--- src/hw/integrity_consts.svh ---
// register offsets, field positions and reset values of the input link integrity checker
// Notes on behaviour
// - port 1 rising compare errors, bits 13..8, sit in upper status bits 5..0; 7..6 zero
// - port 0 falling compare errors: bits 7..0 low register, 13..8 upper register; read-only
// - port 1 falling compare errors: bits 7..0 low register, 13..8 upper; upper bits reserved
// - parity checked only while parity control bit 7 set; host enables frame parity elsewhere
// - sense bit 6 set: parity bit one means data word has even ones
// - sense bit 6 clear: parity bit one means data word has odd ones
// - writing one to parity control bit 5 zeroes both parity error counters
// - status bit 1 set on parity mismatch of a falling edge word
// - status bit 0 set on parity mismatch of a rising edge word
// - per-bit sample compare runs only while compare control bit 7 set
// - writing one to compare control bit 6 clears all compare error flags
// - separate 8-bit rising and falling parity error counts, saturating not wrapping
`ifndef INTEGRITY_CONSTS_SVH
`define INTEGRITY_CONSTS_SVH

// ************************************************************
// widths
// ************************************************************
`define SAMPLE_W 14
`define REG_ADDR_W 7

// ************************************************************
// register offsets
// ************************************************************
`define ADDR_CMP_CTRL 7'h50
`define ADDR_CMP_P0_RISE_LO 7'h51
`define ADDR_CMP_P0_RISE_HI 7'h52
`define ADDR_CMP_P1_RISE_LO 7'h53
`define ADDR_CMP_P1_RISE_HI 7'h54
`define ADDR_CMP_P0_FALL_LO 7'h55
`define ADDR_CMP_P0_FALL_HI 7'h56
`define ADDR_CMP_P1_FALL_LO 7'h57
`define ADDR_CMP_P1_FALL_HI 7'h58
`define ADDR_PAR_CTRL 7'h5c
`define ADDR_PAR_CNT_RISE 7'h5d
`define ADDR_PAR_CNT_FALL 7'h5e

// ************************************************************
// field positions
// ************************************************************
`define CMP_EN_BIT 7
`define CMP_CLR_BIT 6
`define CMP_FAIL_BIT 0
`define PAR_EN_BIT 7
`define PAR_EVEN_BIT 6
`define PAR_CLR_BIT 5
`define PAR_ERR_FALL_BIT 1
`define PAR_ERR_RISE_BIT 0

// ************************************************************
// reset values
// ************************************************************
`define CMP_CTRL_RST 8'h00
`define PAR_CTRL_RST 8'h00
`define CMP_ERR_RST 14'h0000
`define PAR_CNT_RST 8'h00
`define PAR_CNT_MAX 8'hff

`endif

--- src/hw/integrity_pkg.sv ---
// types shared by the input link integrity checker
package integrity_pkg;
   typedef logic [13:0] sample_t;
   typedef enum logic [1:0] {st_idle, st_instr, st_data} spi_state_e;
endpackage : integrity_pkg

--- src/hw/serial_reg_port.sv ---
// serial register port: 8-bit instruction (read flag, 7-bit address) then one data byte
`timescale 1ns/1ps
`include "integrity_consts.svh"
module serial_reg_port import integrity_pkg::*; (
   input wire logic ref_clk,
   input wire logic nrst,
   input wire logic spi_clk,
   input wire logic spi_cs_n,
   input wire logic spi_sdio_in,
   output logic spi_sdio_out,
   output logic spi_sdio_oe,
   output logic [`REG_ADDR_W-1:0] reg_addr,
   output logic [7:0] reg_wdata,
   output logic reg_wr,
   input wire logic [7:0] reg_rdata
);
   // ************************************************************
   // pin synchronisers: a change counts once stages two and three agree
   // ************************************************************
   logic [2:0] s1_q, s2_q, s3_q, st_q, st_d;
   logic sck_prev_q;
   assign st_d = (s2_q ~^ s3_q) & s3_q | (s2_q ^ s3_q) & st_q;
   always_ff @(posedge ref_clk or negedge nrst) begin
      if (!nrst) begin
         // idle levels (select high, clock low) so no false clock edge follows reset
         s1_q <= 3'h4;
         s2_q <= 3'h4;
         s3_q <= 3'h4;
         st_q <= 3'h4;
         sck_prev_q <= 1'b0;
      end else begin
         s1_q <= {spi_cs_n, spi_sdio_in, spi_clk};
         s2_q <= s1_q;
         s3_q <= s2_q;
         st_q <= st_d;
         sck_prev_q <= st_q[0];
      end
   end
   logic sck_rise, sck_fall, di, cs_idle;
   assign sck_rise = st_q[0] & ~sck_prev_q;
   assign sck_fall = ~st_q[0] & sck_prev_q;
   assign di = st_q[1];
   assign cs_idle = st_q[2];

   // ************************************************************
   // transfer sequencer
   // ************************************************************
   spi_state_e state_q, state_d;
   logic [3:0] cnt_q, cnt_d;
   logic [7:0] sr_q, sr_d, osr_q, osr_d, wdata_q, wdata_d;
   logic [`REG_ADDR_W-1:0] addr_q, addr_d;
   logic rw_q, rw_d, loaded_q, loaded_d, do_q, do_d, oe_q, oe_d, wr_q, wr_d;

   always_comb begin
      state_d = state_q;
      cnt_d = cnt_q;
      sr_d = sr_q;
      osr_d = osr_q;
      wdata_d = wdata_q;
      addr_d = addr_q;
      rw_d = rw_q;
      loaded_d = loaded_q;
      do_d = do_q;
      oe_d = oe_q;
      wr_d = 1'b0;
      if (cs_idle) begin
         state_d = st_idle;
         cnt_d = 4'h0;
         loaded_d = 1'b0;
         oe_d = 1'b0;
      end else begin
         unique case (state_q)
            st_idle: begin
               state_d = st_instr;
               cnt_d = 4'h0;
            end
            st_instr: begin
               if (sck_rise) begin
                  sr_d = {sr_q[6:0], di};
                  cnt_d = cnt_q + 4'h1;
                  if (cnt_q == 4'h7) begin
                     rw_d = sr_q[6];
                     addr_d = {sr_q[5:0], di};
                     cnt_d = 4'h0;
                     state_d = st_data;
                  end
               end
            end
            st_data: begin
               if (sck_rise && cnt_q < 4'h8) begin
                  sr_d = {sr_q[6:0], di};
                  cnt_d = cnt_q + 4'h1;
                  if (cnt_q == 4'h7 && !rw_q) begin
                     wr_d = 1'b1;
                     wdata_d = {sr_q[6:0], di};
                  end
               end
               // read data leaves on falling edges so the master samples it on rising ones
               if (sck_fall && rw_q && cnt_q < 4'h8) begin
                  if (!loaded_q) begin
                     do_d = reg_rdata[7];
                     osr_d = {reg_rdata[6:0], 1'b0};
                     loaded_d = 1'b1;
                     oe_d = 1'b1;
                  end else begin
                     do_d = osr_q[7];
                     osr_d = {osr_q[6:0], 1'b0};
                  end
               end
            end
         endcase
      end
   end

   always_ff @(posedge ref_clk or negedge nrst) begin
      if (!nrst) begin
         state_q <= st_idle;
         cnt_q <= 4'h0;
         sr_q <= 8'h00;
         osr_q <= 8'h00;
         wdata_q <= 8'h00;
         addr_q <= 7'h00;
         rw_q <= 1'b0;
         loaded_q <= 1'b0;
         do_q <= 1'b0;
         oe_q <= 1'b0;
         wr_q <= 1'b0;
      end else begin
         state_q <= state_d;
         cnt_q <= cnt_d;
         sr_q <= sr_d;
         osr_q <= osr_d;
         wdata_q <= wdata_d;
         addr_q <= addr_d;
         rw_q <= rw_d;
         loaded_q <= loaded_d;
         do_q <= do_d;
         oe_q <= oe_d;
         wr_q <= wr_d;
      end
   end

   assign spi_sdio_out = do_q;
   assign spi_sdio_oe = oe_q;
   assign reg_addr = addr_q;
   assign reg_wdata = wdata_q;
   assign reg_wr = wr_q;
endmodule : serial_reg_port

--- src/hw/dac_input_link_integrity_check.sv ---
// sample compare and parity checking of the dual-port ddr sample input, with its registers
`timescale 1ns/1ps
`include "integrity_consts.svh"
module dac_input_link_integrity_check import integrity_pkg::*; (
   input wire logic ref_clk,
   input wire logic nrst,
   input wire logic link_clk,
   input wire logic [`SAMPLE_W-1:0] port0_data,
   input wire logic [`SAMPLE_W-1:0] port1_data,
   input wire logic port0_frame_parity_pin,
   input wire logic port1_frame_parity_pin,
   input wire logic [`SAMPLE_W-1:0] expect_rise_pattern,
   input wire logic [`SAMPLE_W-1:0] expect_fall_pattern,
   input wire logic spi_clk,
   input wire logic spi_cs_n,
   input wire logic spi_sdio_in,
   output logic spi_sdio_out,
   output logic spi_sdio_oe
);
   // ************************************************************
   // functions
   // ************************************************************
   // even sense: parity bit one means even ones; odd sense: parity bit one means odd ones
   function automatic logic parity_mismatch(input sample_t word, input logic par_bit, input logic even);
      logic ones_odd;
      ones_odd = ^word;
      parity_mismatch = even ? (par_bit == ones_odd) : (par_bit != ones_odd);
   endfunction : parity_mismatch

   function automatic logic is_addr(input logic [`REG_ADDR_W-1:0] a, input logic [`REG_ADDR_W-1:0] ref_a);
      is_addr = (a == ref_a);
   endfunction : is_addr

   // ************************************************************
   // register port
   // ************************************************************
   logic [`REG_ADDR_W-1:0] reg_addr;
   logic [7:0] reg_wdata;
   logic reg_wr;
   logic [7:0] reg_rdata;

   serial_reg_port u_port (
      .ref_clk(ref_clk),
      .nrst(nrst),
      .spi_clk(spi_clk),
      .spi_cs_n(spi_cs_n),
      .spi_sdio_in(spi_sdio_in),
      .spi_sdio_out(spi_sdio_out),
      .spi_sdio_oe(spi_sdio_oe),
      .reg_addr(reg_addr),
      .reg_wdata(reg_wdata),
      .reg_wr(reg_wr),
      .reg_rdata(reg_rdata)
   );

   // ************************************************************
   // link synchronisers
   // ************************************************************
   // data and frame bits pass the same three stages as the link clock so that a word
   // and the edge that marks it stay aligned; the host must hold them around each edge
   localparam int LINK_W = 2 * `SAMPLE_W + 3;
   logic [LINK_W-1:0] link_raw;
   logic [LINK_W-1:0] link_s1_q, link_s2_q, link_s3_q, link_st_q, link_st_d;
   assign link_raw = {link_clk, port1_frame_parity_pin, port0_frame_parity_pin, port1_data, port0_data};

   genvar g;
   for (g = 0; g < LINK_W; g++) begin : g_sync
      assign link_st_d[g] = (link_s2_q[g] == link_s3_q[g]) ? link_s3_q[g] : link_st_q[g];
   end

   logic link_prev_q;
   always_ff @(posedge ref_clk or negedge nrst) begin
      if (!nrst) begin
         link_s1_q <= '0;
         link_s2_q <= '0;
         link_s3_q <= '0;
         link_st_q <= '0;
         link_prev_q <= 1'b0;
      end else begin
         link_s1_q <= link_raw;
         link_s2_q <= link_s1_q;
         link_s3_q <= link_s2_q;
         link_st_q <= link_st_d;
         link_prev_q <= link_st_q[LINK_W-1];
      end
   end

   sample_t word0, word1;
   logic frm0, frm1, rise_ev, fall_ev;
   assign word0 = link_st_q[`SAMPLE_W-1:0];
   assign word1 = link_st_q[2*`SAMPLE_W-1:`SAMPLE_W];
   assign frm0 = link_st_q[2*`SAMPLE_W];
   assign frm1 = link_st_q[2*`SAMPLE_W+1];
   assign rise_ev = link_st_q[LINK_W-1] & ~link_prev_q;
   assign fall_ev = ~link_st_q[LINK_W-1] & link_prev_q;

   // ************************************************************
   // control registers
   // ************************************************************
   logic cmp_en_q, cmp_en_d, par_en_q, par_en_d, par_even_q, par_even_d;
   logic wr_cmp_ctrl, wr_par_ctrl, cmp_clr, par_clr;
   assign wr_cmp_ctrl = reg_wr & is_addr(reg_addr, `ADDR_CMP_CTRL);
   assign wr_par_ctrl = reg_wr & is_addr(reg_addr, `ADDR_PAR_CTRL);
   // clear bits act on the write itself and read back as zero
   assign cmp_clr = wr_cmp_ctrl & reg_wdata[`CMP_CLR_BIT];
   assign par_clr = wr_par_ctrl & reg_wdata[`PAR_CLR_BIT];

   always_comb begin
      cmp_en_d = cmp_en_q;
      par_en_d = par_en_q;
      par_even_d = par_even_q;
      if (wr_cmp_ctrl) begin
         cmp_en_d = reg_wdata[`CMP_EN_BIT];
      end
      if (wr_par_ctrl) begin
         par_en_d = reg_wdata[`PAR_EN_BIT];
         par_even_d = reg_wdata[`PAR_EVEN_BIT];
      end
   end

   always_ff @(posedge ref_clk or negedge nrst) begin
      if (!nrst) begin
         cmp_en_q <= 1'(`CMP_CTRL_RST >> `CMP_EN_BIT);
         par_en_q <= 1'(`PAR_CTRL_RST >> `PAR_EN_BIT);
         par_even_q <= 1'(`PAR_CTRL_RST >> `PAR_EVEN_BIT);
      end else begin
         cmp_en_q <= cmp_en_d;
         par_en_q <= par_en_d;
         par_even_q <= par_even_d;
      end
   end

   // ************************************************************
   // per-bit sample compare
   // ************************************************************
   // index 0 port0 rising, 1 port1 rising, 2 port0 falling, 3 port1 falling
   sample_t cmp_err_q [4];
   sample_t cmp_err_d [4];
   sample_t cmp_word [4];
   sample_t cmp_expect [4];
   logic cmp_ev [4];
   assign cmp_word[0] = word0;
   assign cmp_word[1] = word1;
   assign cmp_word[2] = word0;
   assign cmp_word[3] = word1;
   assign cmp_expect[0] = expect_rise_pattern;
   assign cmp_expect[1] = expect_rise_pattern;
   assign cmp_expect[2] = expect_fall_pattern;
   assign cmp_expect[3] = expect_fall_pattern;
   assign cmp_ev[0] = rise_ev;
   assign cmp_ev[1] = rise_ev;
   assign cmp_ev[2] = fall_ev;
   assign cmp_ev[3] = fall_ev;

   always_comb begin
      for (int i = 0; i < 4; i++) begin
         // a miscompare in the clearing cycle survives the clear
         cmp_err_d[i] = cmp_clr ? `CMP_ERR_RST : cmp_err_q[i];
         if (cmp_en_q && cmp_ev[i]) begin
            cmp_err_d[i] = cmp_err_d[i] | (cmp_word[i] ^ cmp_expect[i]);
         end
      end
   end

   always_ff @(posedge ref_clk or negedge nrst) begin
      if (!nrst) begin
         for (int i = 0; i < 4; i++) begin
            cmp_err_q[i] <= `CMP_ERR_RST;
         end
      end else begin
         for (int i = 0; i < 4; i++) begin
            cmp_err_q[i] <= cmp_err_d[i];
         end
      end
   end

   logic cmp_fail;
   assign cmp_fail = |{cmp_err_q[0], cmp_err_q[1], cmp_err_q[2], cmp_err_q[3]};

   // ************************************************************
   // parity check and counters
   // ************************************************************
   logic par_bad_rise, par_bad_fall;
   logic par_flag_rise_q, par_flag_rise_d, par_flag_fall_q, par_flag_fall_d;
   logic [7:0] cnt_rise_q, cnt_rise_d, cnt_fall_q, cnt_fall_d;

   assign par_bad_rise = par_en_q & rise_ev
      & (parity_mismatch(word0, frm0, par_even_q) | parity_mismatch(word1, frm1, par_even_q));
   assign par_bad_fall = par_en_q & fall_ev
      & (parity_mismatch(word0, frm0, par_even_q) | parity_mismatch(word1, frm1, par_even_q));

   always_comb begin
      par_flag_rise_d = (par_flag_rise_q & ~par_clr) | par_bad_rise;
      par_flag_fall_d = (par_flag_fall_q & ~par_clr) | par_bad_fall;
      cnt_rise_d = par_clr ? `PAR_CNT_RST : cnt_rise_q;
      cnt_fall_d = par_clr ? `PAR_CNT_RST : cnt_fall_q;
      // counts clip at full scale so a long burst never wraps back to a small number
      if (par_bad_rise && cnt_rise_d != `PAR_CNT_MAX) begin
         cnt_rise_d = cnt_rise_d + 8'h01;
      end
      if (par_bad_fall && cnt_fall_d != `PAR_CNT_MAX) begin
         cnt_fall_d = cnt_fall_d + 8'h01;
      end
   end

   always_ff @(posedge ref_clk or negedge nrst) begin
      if (!nrst) begin
         par_flag_rise_q <= 1'b0;
         par_flag_fall_q <= 1'b0;
         cnt_rise_q <= `PAR_CNT_RST;
         cnt_fall_q <= `PAR_CNT_RST;
      end else begin
         par_flag_rise_q <= par_flag_rise_d;
         par_flag_fall_q <= par_flag_fall_d;
         cnt_rise_q <= cnt_rise_d;
         cnt_fall_q <= cnt_fall_d;
      end
   end

   // ************************************************************
   // read-back
   // ************************************************************
   always_comb begin
      reg_rdata = 8'h00;
      unique case (reg_addr)
         `ADDR_CMP_CTRL: begin
            reg_rdata[`CMP_EN_BIT] = cmp_en_q;
            reg_rdata[`CMP_FAIL_BIT] = cmp_fail;
         end
         `ADDR_CMP_P0_RISE_LO: reg_rdata = cmp_err_q[0][7:0];
         `ADDR_CMP_P0_RISE_HI: reg_rdata = {2'h0, cmp_err_q[0][13:8]};
         `ADDR_CMP_P1_RISE_LO: reg_rdata = cmp_err_q[1][7:0];
         `ADDR_CMP_P1_RISE_HI: reg_rdata = {2'h0, cmp_err_q[1][13:8]};
         `ADDR_CMP_P0_FALL_LO: reg_rdata = cmp_err_q[2][7:0];
         `ADDR_CMP_P0_FALL_HI: reg_rdata = {2'h0, cmp_err_q[2][13:8]};
         `ADDR_CMP_P1_FALL_LO: reg_rdata = cmp_err_q[3][7:0];
         `ADDR_CMP_P1_FALL_HI: reg_rdata = {2'h0, cmp_err_q[3][13:8]};
         `ADDR_PAR_CTRL: begin
            reg_rdata[`PAR_EN_BIT] = par_en_q;
            reg_rdata[`PAR_EVEN_BIT] = par_even_q;
            reg_rdata[`PAR_ERR_FALL_BIT] = par_flag_fall_q;
            reg_rdata[`PAR_ERR_RISE_BIT] = par_flag_rise_q;
         end
         `ADDR_PAR_CNT_RISE: reg_rdata = cnt_rise_q;
         `ADDR_PAR_CNT_FALL: reg_rdata = cnt_fall_q;
         default: reg_rdata = 8'h00;
      endcase
   end
endmodule : dac_input_link_integrity_check

--- config.mk ---
export PLATFORM = sky130hd
export DESIGN_NAME = dac_input_link_integrity_check
export DESIGN_NICKNAME = d
export VERILOG_FILES = /design/src/hw/integrity_pkg.sv /design/src/hw/serial_reg_port.sv /design/src/hw/dac_input_link_integrity_check.sv
export VERILOG_INCLUDE_DIRS = /design/src /design/src/hw
export SDC_FILE = /design/constraint.sdc
export NUM_CORES = 1
export LEC_CHECK = 0
export BUFFER_PORTS_ARGS = -buffer_cell sky130_fd_sc_hd__buf_2
export CAP_MARGIN = 20
export CORE_MARGIN = 2
export CORE_UTILIZATION = 50
export CTS_BUF_LIST = sky130_fd_sc_hd__clkbuf_8
export DETAILED_ROUTE_END_ITERATION = 10
export PLACE_DENSITY = 0.79
export SYNTH_ARGS = -nofsm -noshare
export SYNTH_HDL_FRONTEND = slang
export SYNTH_SLANG_ARGS = --single-unit
export TNS_END_PERCENT = 10
--- constraint.sdc ---
create_clock -name ref_clk -period 8.2 [get_ports ref_clk]
set_input_delay 1.23 -clock ref_clk [delete_from_list [all_inputs] [get_ports ref_clk]]
set_output_delay 1.23 -clock ref_clk [all_outputs]
set_load 0.05 [all_outputs]
Word level (Yosys, flattened, before mapping):

Index checks and enable logic that the tools add are counted.

* add/sub/neg operators: 3
* multipliers: 0
* div/mod/pow operators: 0
* magnitude comparators: 1
* equal/unequal tests: 58
* shift-type cells: 0
* multiplexer cells: 44
* bitwise logic cells: 36
* reduce and logical (&&, ||, !) cells: 25

Operators by type and width (number)
* 14-bit two-way mux: 8
* 7-bit equality test (second input constant): 12
* 14-bit bitwise OR: 4
* 56-bit OR reduction: 1
* 14-bit XOR: 4
* 8-bit two-way mux: 5
* 4-bit one-hot mux with 10 select lines: 1
* 1-bit equality test: 33
* 14-bit XOR reduction: 2
* 8-bit by 1-bit adder with 8-bit output (second input constant): 2
* 4-bit two-way mux: 4
* 8-bit != test (second input constant): 2
* 1-bit bitwise AND: 14
* 1-bit two-way mux: 14
* 7-bit two-way mux: 2
* 7-bit one-hot mux with 2 select lines: 1
* 1-bit one-hot mux with 12 select lines: 1
* 4-bit one-hot mux with 3 select lines: 1
* 4-bit AND reduction: 3
* 1-bit one-hot mux with 11 select lines: 1
* 3-bit by 1-bit != test with 1-bit output (second input constant): 3
* 3-bit AND reduction: 3
* 1-bit logical AND: 8
* 1-bit one-hot mux with 8 select lines: 1
* other kinds (21): 37

* flip-flop bits (word level): 256
* latch bits: 0
* bits in writable memories: 0
* bits in read-only memories: 0
* input bits: 64
* output and inout bits: 2
* logic and storage cells: 229
* memories: 0

Logic depth before layout (Yosys ltp):

* depth in word-level cells: 7
* gate-level depth with buffers: 13

Cells and area by module:

Synthesis repeated with hierarchy kept, for this count alone.

* cell total of the unflattened synthesis: 800
* area total of the unflattened synthesis: 10232.3 um2

Modules (own cells, without submodules)
* dac_input_link_integrity_check: instances 1, cells each 635, area an instance 8026.4 um2, sequential area each 5054.8 um2
* serial_reg_port: instances 1, cells each 165, area an instance 2205.9 um2, sequential area each 1331.3 um2

Least setup slack after synthesis:

Ideal clock, no wire load.

* kind: flip-flop to flip-flop
* start: register u_port.addr_q[1] (netlist: u_port.reg_addr[1])
* end: register cnt_rise_q[7]
* arrival: 2918 ps
* required time: 8079 ps
* path slack: 5161 ps
* stages on the path, launching flop included: 14
* path buffers: 2
* clock period less this slack: 3039 ps
* path through: dfrtp_1 > buf_2 > or2_1 > nor4_1 > clkbuf_1 > nor2b_1 > ha_1 > and4_1 > nand2_1 > or4b_2 > nor3b_2 > o211ai_1 > or3_1 > xor2_1

* cells in the longest elaborated chain, start to end: 7
* elaborated cells on any way between the ends: 8
* those cells by class: add/sub: 1; eq/ne: 2; mux: 2; bitwise: 2; reduce/logical: 1

RTL lines
* start, declared: line serial_reg_port.sv:51 `` logic [`REG_ADDR_W-1:0] addr_q, addr_d; ``
* start signal, assigned: line serial_reg_port.sv:134 `addr_q <= addr_d;`
* 7-bit equality test *: line dac_input_link_integrity_check.sv:31 `is_addr = (a == ref_a);`
* 1-bit bitwise AND *: line dac_input_link_integrity_check.sv:103 `` assign wr_par_ctrl = reg_wr & is_addr(reg_addr, `ADDR_PAR_CTRL); ``
* 1-bit bitwise AND *: line dac_input_link_integrity_check.sv:106 `` assign par_clr = wr_par_ctrl & reg_wdata[`PAR_CLR_BIT]; ``
* 8-bit two-way mux *: line dac_input_link_integrity_check.sv:195 `` cnt_rise_d = par_clr ? `PAR_CNT_RST : cnt_rise_q; ``
* branches (longest 2 deep; another with 8-bit by 1-bit adder with 8-bit output)
* 8-bit two-way mux *: line dac_input_link_integrity_check.sv:198 `` if (par_bad_rise && cnt_rise_d != `PAR_CNT_MAX) begin ``
* via cnt_rise_d[7]: line dac_input_link_integrity_check.sv:185 `logic [7:0] cnt_rise_q, cnt_rise_d, cnt_fall_q, cnt_fall_d;`
* end signal, assigned: line dac_input_link_integrity_check.sv:210 `` cnt_rise_q <= `PAR_CNT_RST; ``
* end signal, assigned: line dac_input_link_integrity_check.sv:215 `cnt_rise_q <= cnt_rise_d;`
* end, declared: line dac_input_link_integrity_check.sv:185

Mark *: on every way through the listed nets, which the timed path passes.
A chain may end at the register's enable or synchronous reset.

Worst setup path in the final report:

* start: register u_port.addr_q[2] (netlist: u_port.reg_addr[2])
* end: register cnt_rise_q[7]

The elaborated chain is that of the path after synthesis.

==> flow_metrics.py <==
metrics = {
    "clock_network": {
        "cts_htree_levels": 2,
        "cts_buffers": 40,
        "cts_tree": "built",
        "holdBufCountCts": 0,
        "clk_pin_slew_ps": 70,
        "clock_latency_ps": 530,
        "cts_num_sinks": 250,
        "postCtsSetupBuffers": 0,
        "cts_resized": 0,
        "clk_path_buf_depth": 3,
        "cts_root_buf": "clkbuf_8",
    },
    "floorplan": {
        "start_util_pct": 50.6,
        "die_w_um": 147,
        "fp.dieArea_sq_um": 21500,
        "die_y_um": 147,
        "std_cell_rows": 52,
        "core_area_sq_um": 20100,
        "ioPinCount": 66,
    },
    "placement": {
        "hpwlAfterDp_um": 14800,
        "gp_congestion": 0.957,
        "io_buffer_count": 65,
        "place_inst": 1161,
        "dpl_worst_slack_ps": 4820,
    },
    "setup_path": {
        "path_cells": "nand2_1 > nor4_1 > buf_4 > nor2b_1 > ha_1 > and4_1 > nand2_1 > or4b_2 > nor3b_2 > o211ai_1 > or3_1 > xor2_1",
        "crit_type": "flip-flop to flip-flop",
        "required_ps": 8650,
        "cp_common_cell": "nand2_1",
        "startpoint_type": "flip-flop",
        "end_kind": "flip-flop",
        "crit_slowest_cell": "dfrtp_1",
        "worstPathMaxFanout": 26,
        "arrival_ps": 3910,
        "critPathMaxStageDelay_ps": 730,
    },
    "sta": {
        "rsz0062_at_grt": "no",
        "skew_ps": 20.1,
        "maxSlewViolCount": 0,
        "setup_violations": 0,
        "fmax_mhz": 289,
        "finalCritPeriodShare_pct": 42.2,
        "fin_crit_ps": 3460,
        "timing.final.ws_setup_ps": 4740,
        "tightest_slew_ps": 983,
        "timing.slew.headroom_pct": 34.3,
        "hold_viol_final": 0,
        "finalSetupTns_ps": 0,
    },
    "final_layout": {
        "antennaDiodeCount": 0,
        "mostFrequentLayoutCell": "dfrtp_1",
        "nNetsFinal": 1006,
        "final_cells": 1233,
        "syn_to_final_growth_pct": 14.4,
        "drive_gt1_share_pct": 17.3,
        "n_fill_cell": 1614,
        "final_cell_mix": "dfrtp_1 (246), nand2_1 (110), xnor2_1 (73), o21ai_0 (73), buf_2 (64)",
    },
    "global_route": {
        "grt_pass1_wl_um": 35500,
        "track_usage_pct": 20.7,
        "grt_max_degree": 103,
        "grt_overflow": 0,
        "first_global_vias": 6864,
        "antenna_found_initial": 0,
    },
    "routing": {
        "via_count": 6719,
        "routedWlPerCell_um": 17.4,
        "drc": 0,
        "drtAntennaViolNets": 0,
        "viasPerCell": 5.45,
        "first_pass_iters": 5,
        "totalWireLength_um": 21500,
        "drtIter0Drc": 472,
    },
    "status": {
        "status": "finished clean",
    },
    "logic_synthesis": {
        "syn_area_sq_um": 10200,
        "synth_seq_cells": 250,
        "synth.distinct_cells": 58,
        "synth_edf_count": 0,
        "syn_nets": 921,
        "async_flop_share_pct": 100,
        "postSynthCellCount": 848,
        "syn_area_per_cell_sq_um": 12.0,
        "dominantRegCellSynth": "dfrtp_1",
        "ys_warn_count": 0,
        "ys_seq_area_share_pct": 61.5,
    },
    "worst_hold_path": {
        "hp-class": "flip-flop to flip-flop",
    },
    "flow_run": {
        "drv_cap": 0,
    },
    "pwr": {
        "power_leakage_nw": 5.17,
        "p_per_area_nw_per_um2": 237,
        "vdd_drop_max_v": 0.000226,
        "power.total_mw": 2.76,
    },
}
[sequential cells by signal (all words and copies together) (netlist names), 4 cells and up]
signal,cells
link_s3_q,31
u_port.reg_addr,7
cmp_err_q,56
u_port.sr_q,7
link_s2_q,31
u_port.osr_q,7
cnt_rise_q,8
cnt_fall_q,8
link_s1_q,31
u_port.cnt_q,4
link_st_q,31
[layer usage]
metal | wire length (um) | share of wire, % | GRT usage (%)
met4 | 475 | 2.2 | 6.46
met5 | 0 | 0 | 0
met2 | 10700 | 50 | 34.3
met1 | 9220 | 43 | 28.0
met3 | 1110 | 5.2 | 3.85
[worst max-delay path: cells and delay by family (launching register included)]
family,cells,cell delay (ps)
AO/OA/AOI/OAI,1,110
flip-flops,1,730
XOR/XNOR,1,130
adder cells (fa/ha/maj),1,220
AND/OR/NAND/NOR,8,1970
buffers and inverters,1,210
[final timing paths]
kind | slack [ps] | depth (start not counted) | endpoint | from
min in group asynchronous | 710 | 1 | cnt_fall_q[7] | nrst
setup / recovery | 4740 | 12 | cnt_rise_q[7] | u_port.reg_addr[2]
max in group asynchronous | 6020 | 2 | link_s1_q[12] | nrst
hold / removal | 340 | 0 | link_s2_q[12] | link_s1_q[12]
setup reg to reg | 4740 | 12 | cnt_rise_q[7] | u_port.reg_addr[2]
hold reg to reg | 340 | 0 | link_s2_q[12] | link_s1_q[12]
[cell usage after synthesis, types with 6 or more instances]
library cell / n / share of area, %
xnor2_1: 73 / 6.3
nand4_1: 7 / 0.43
xnor3_1: 6 / 1.3
and3_1: 6 / 0.37
nor4_1: 18 / 1.1
mux2_2: 22 / 2.4
a21oi_1: 33 / 1.6
o21ai_0: 73 / 3.6
mux2i_1: 11 / 1.1
nor2b_1: 10 / 0.61
nand3b_1: 7 / 0.52
nand2_1: 110 / 4.1
nand3_1: 14 / 0.69
dfrtp_1: 246 / 60
a22oi_1: 11 / 0.81
clkbuf_1: 21 / 0.77
nor2_1: 37 / 1.4
inv_1: 9 / 0.33
maj3_1: 31 / 3.0
or3_1: 6 / 0.37
ha_1: 9 / 1.1
[cell families (layout without fill, tap and decap cells)]
logic type	after synthesis	count (layout)	share of synthesized area, %
flip-flops	250	250	61.5
AO/OA/AOI/OAI	155	155	8.95
AND/OR/NAND/NOR	246	246	11.8
adder cells (fa/ha/maj)	40	40	4.15
XOR/XNOR	84	84	8.04
buffers and inverters	37	152	1.39
multiplexers	36	36	4.18
[cell type report]
| class | count | area [sq um] | area share [%] |
|---|---|---|---|
| clock inverters | 20 | 136 | 1.17 |
| inverters | 9 | 33.8 | 0.290 |
| multi-input cells | 561 | 3780 | 32.5 |
| well taps | 270 | 338 | 2.90 |
| flip-flops and latches | 250 | 6260 | 53.8 |
| repair buffers | 71 | 380 | 3.27 |
| clock buffers | 52 | 716 | 6.15 |
[metrics by stage]
step	instance area [sq um]	hold WS [ps]	utilization (%)
2_1_floorplan	10200	331	-
3_3_place_gp	10800	332	53.7
3_5_place_dp	10800	335	53.7
4_1_cts	11600	344	57.9
5_1_grt	11600	352	57.9
6_report	11600	344	57.9
[where the power goes]
part,internal (mW),switching [mW],total (mW)
clock network,0.631,0.467,1.10
registers,1.30,0.0576,1.36
logic,0.140,0.163,0.302
(Power assumes the default switching activity.)
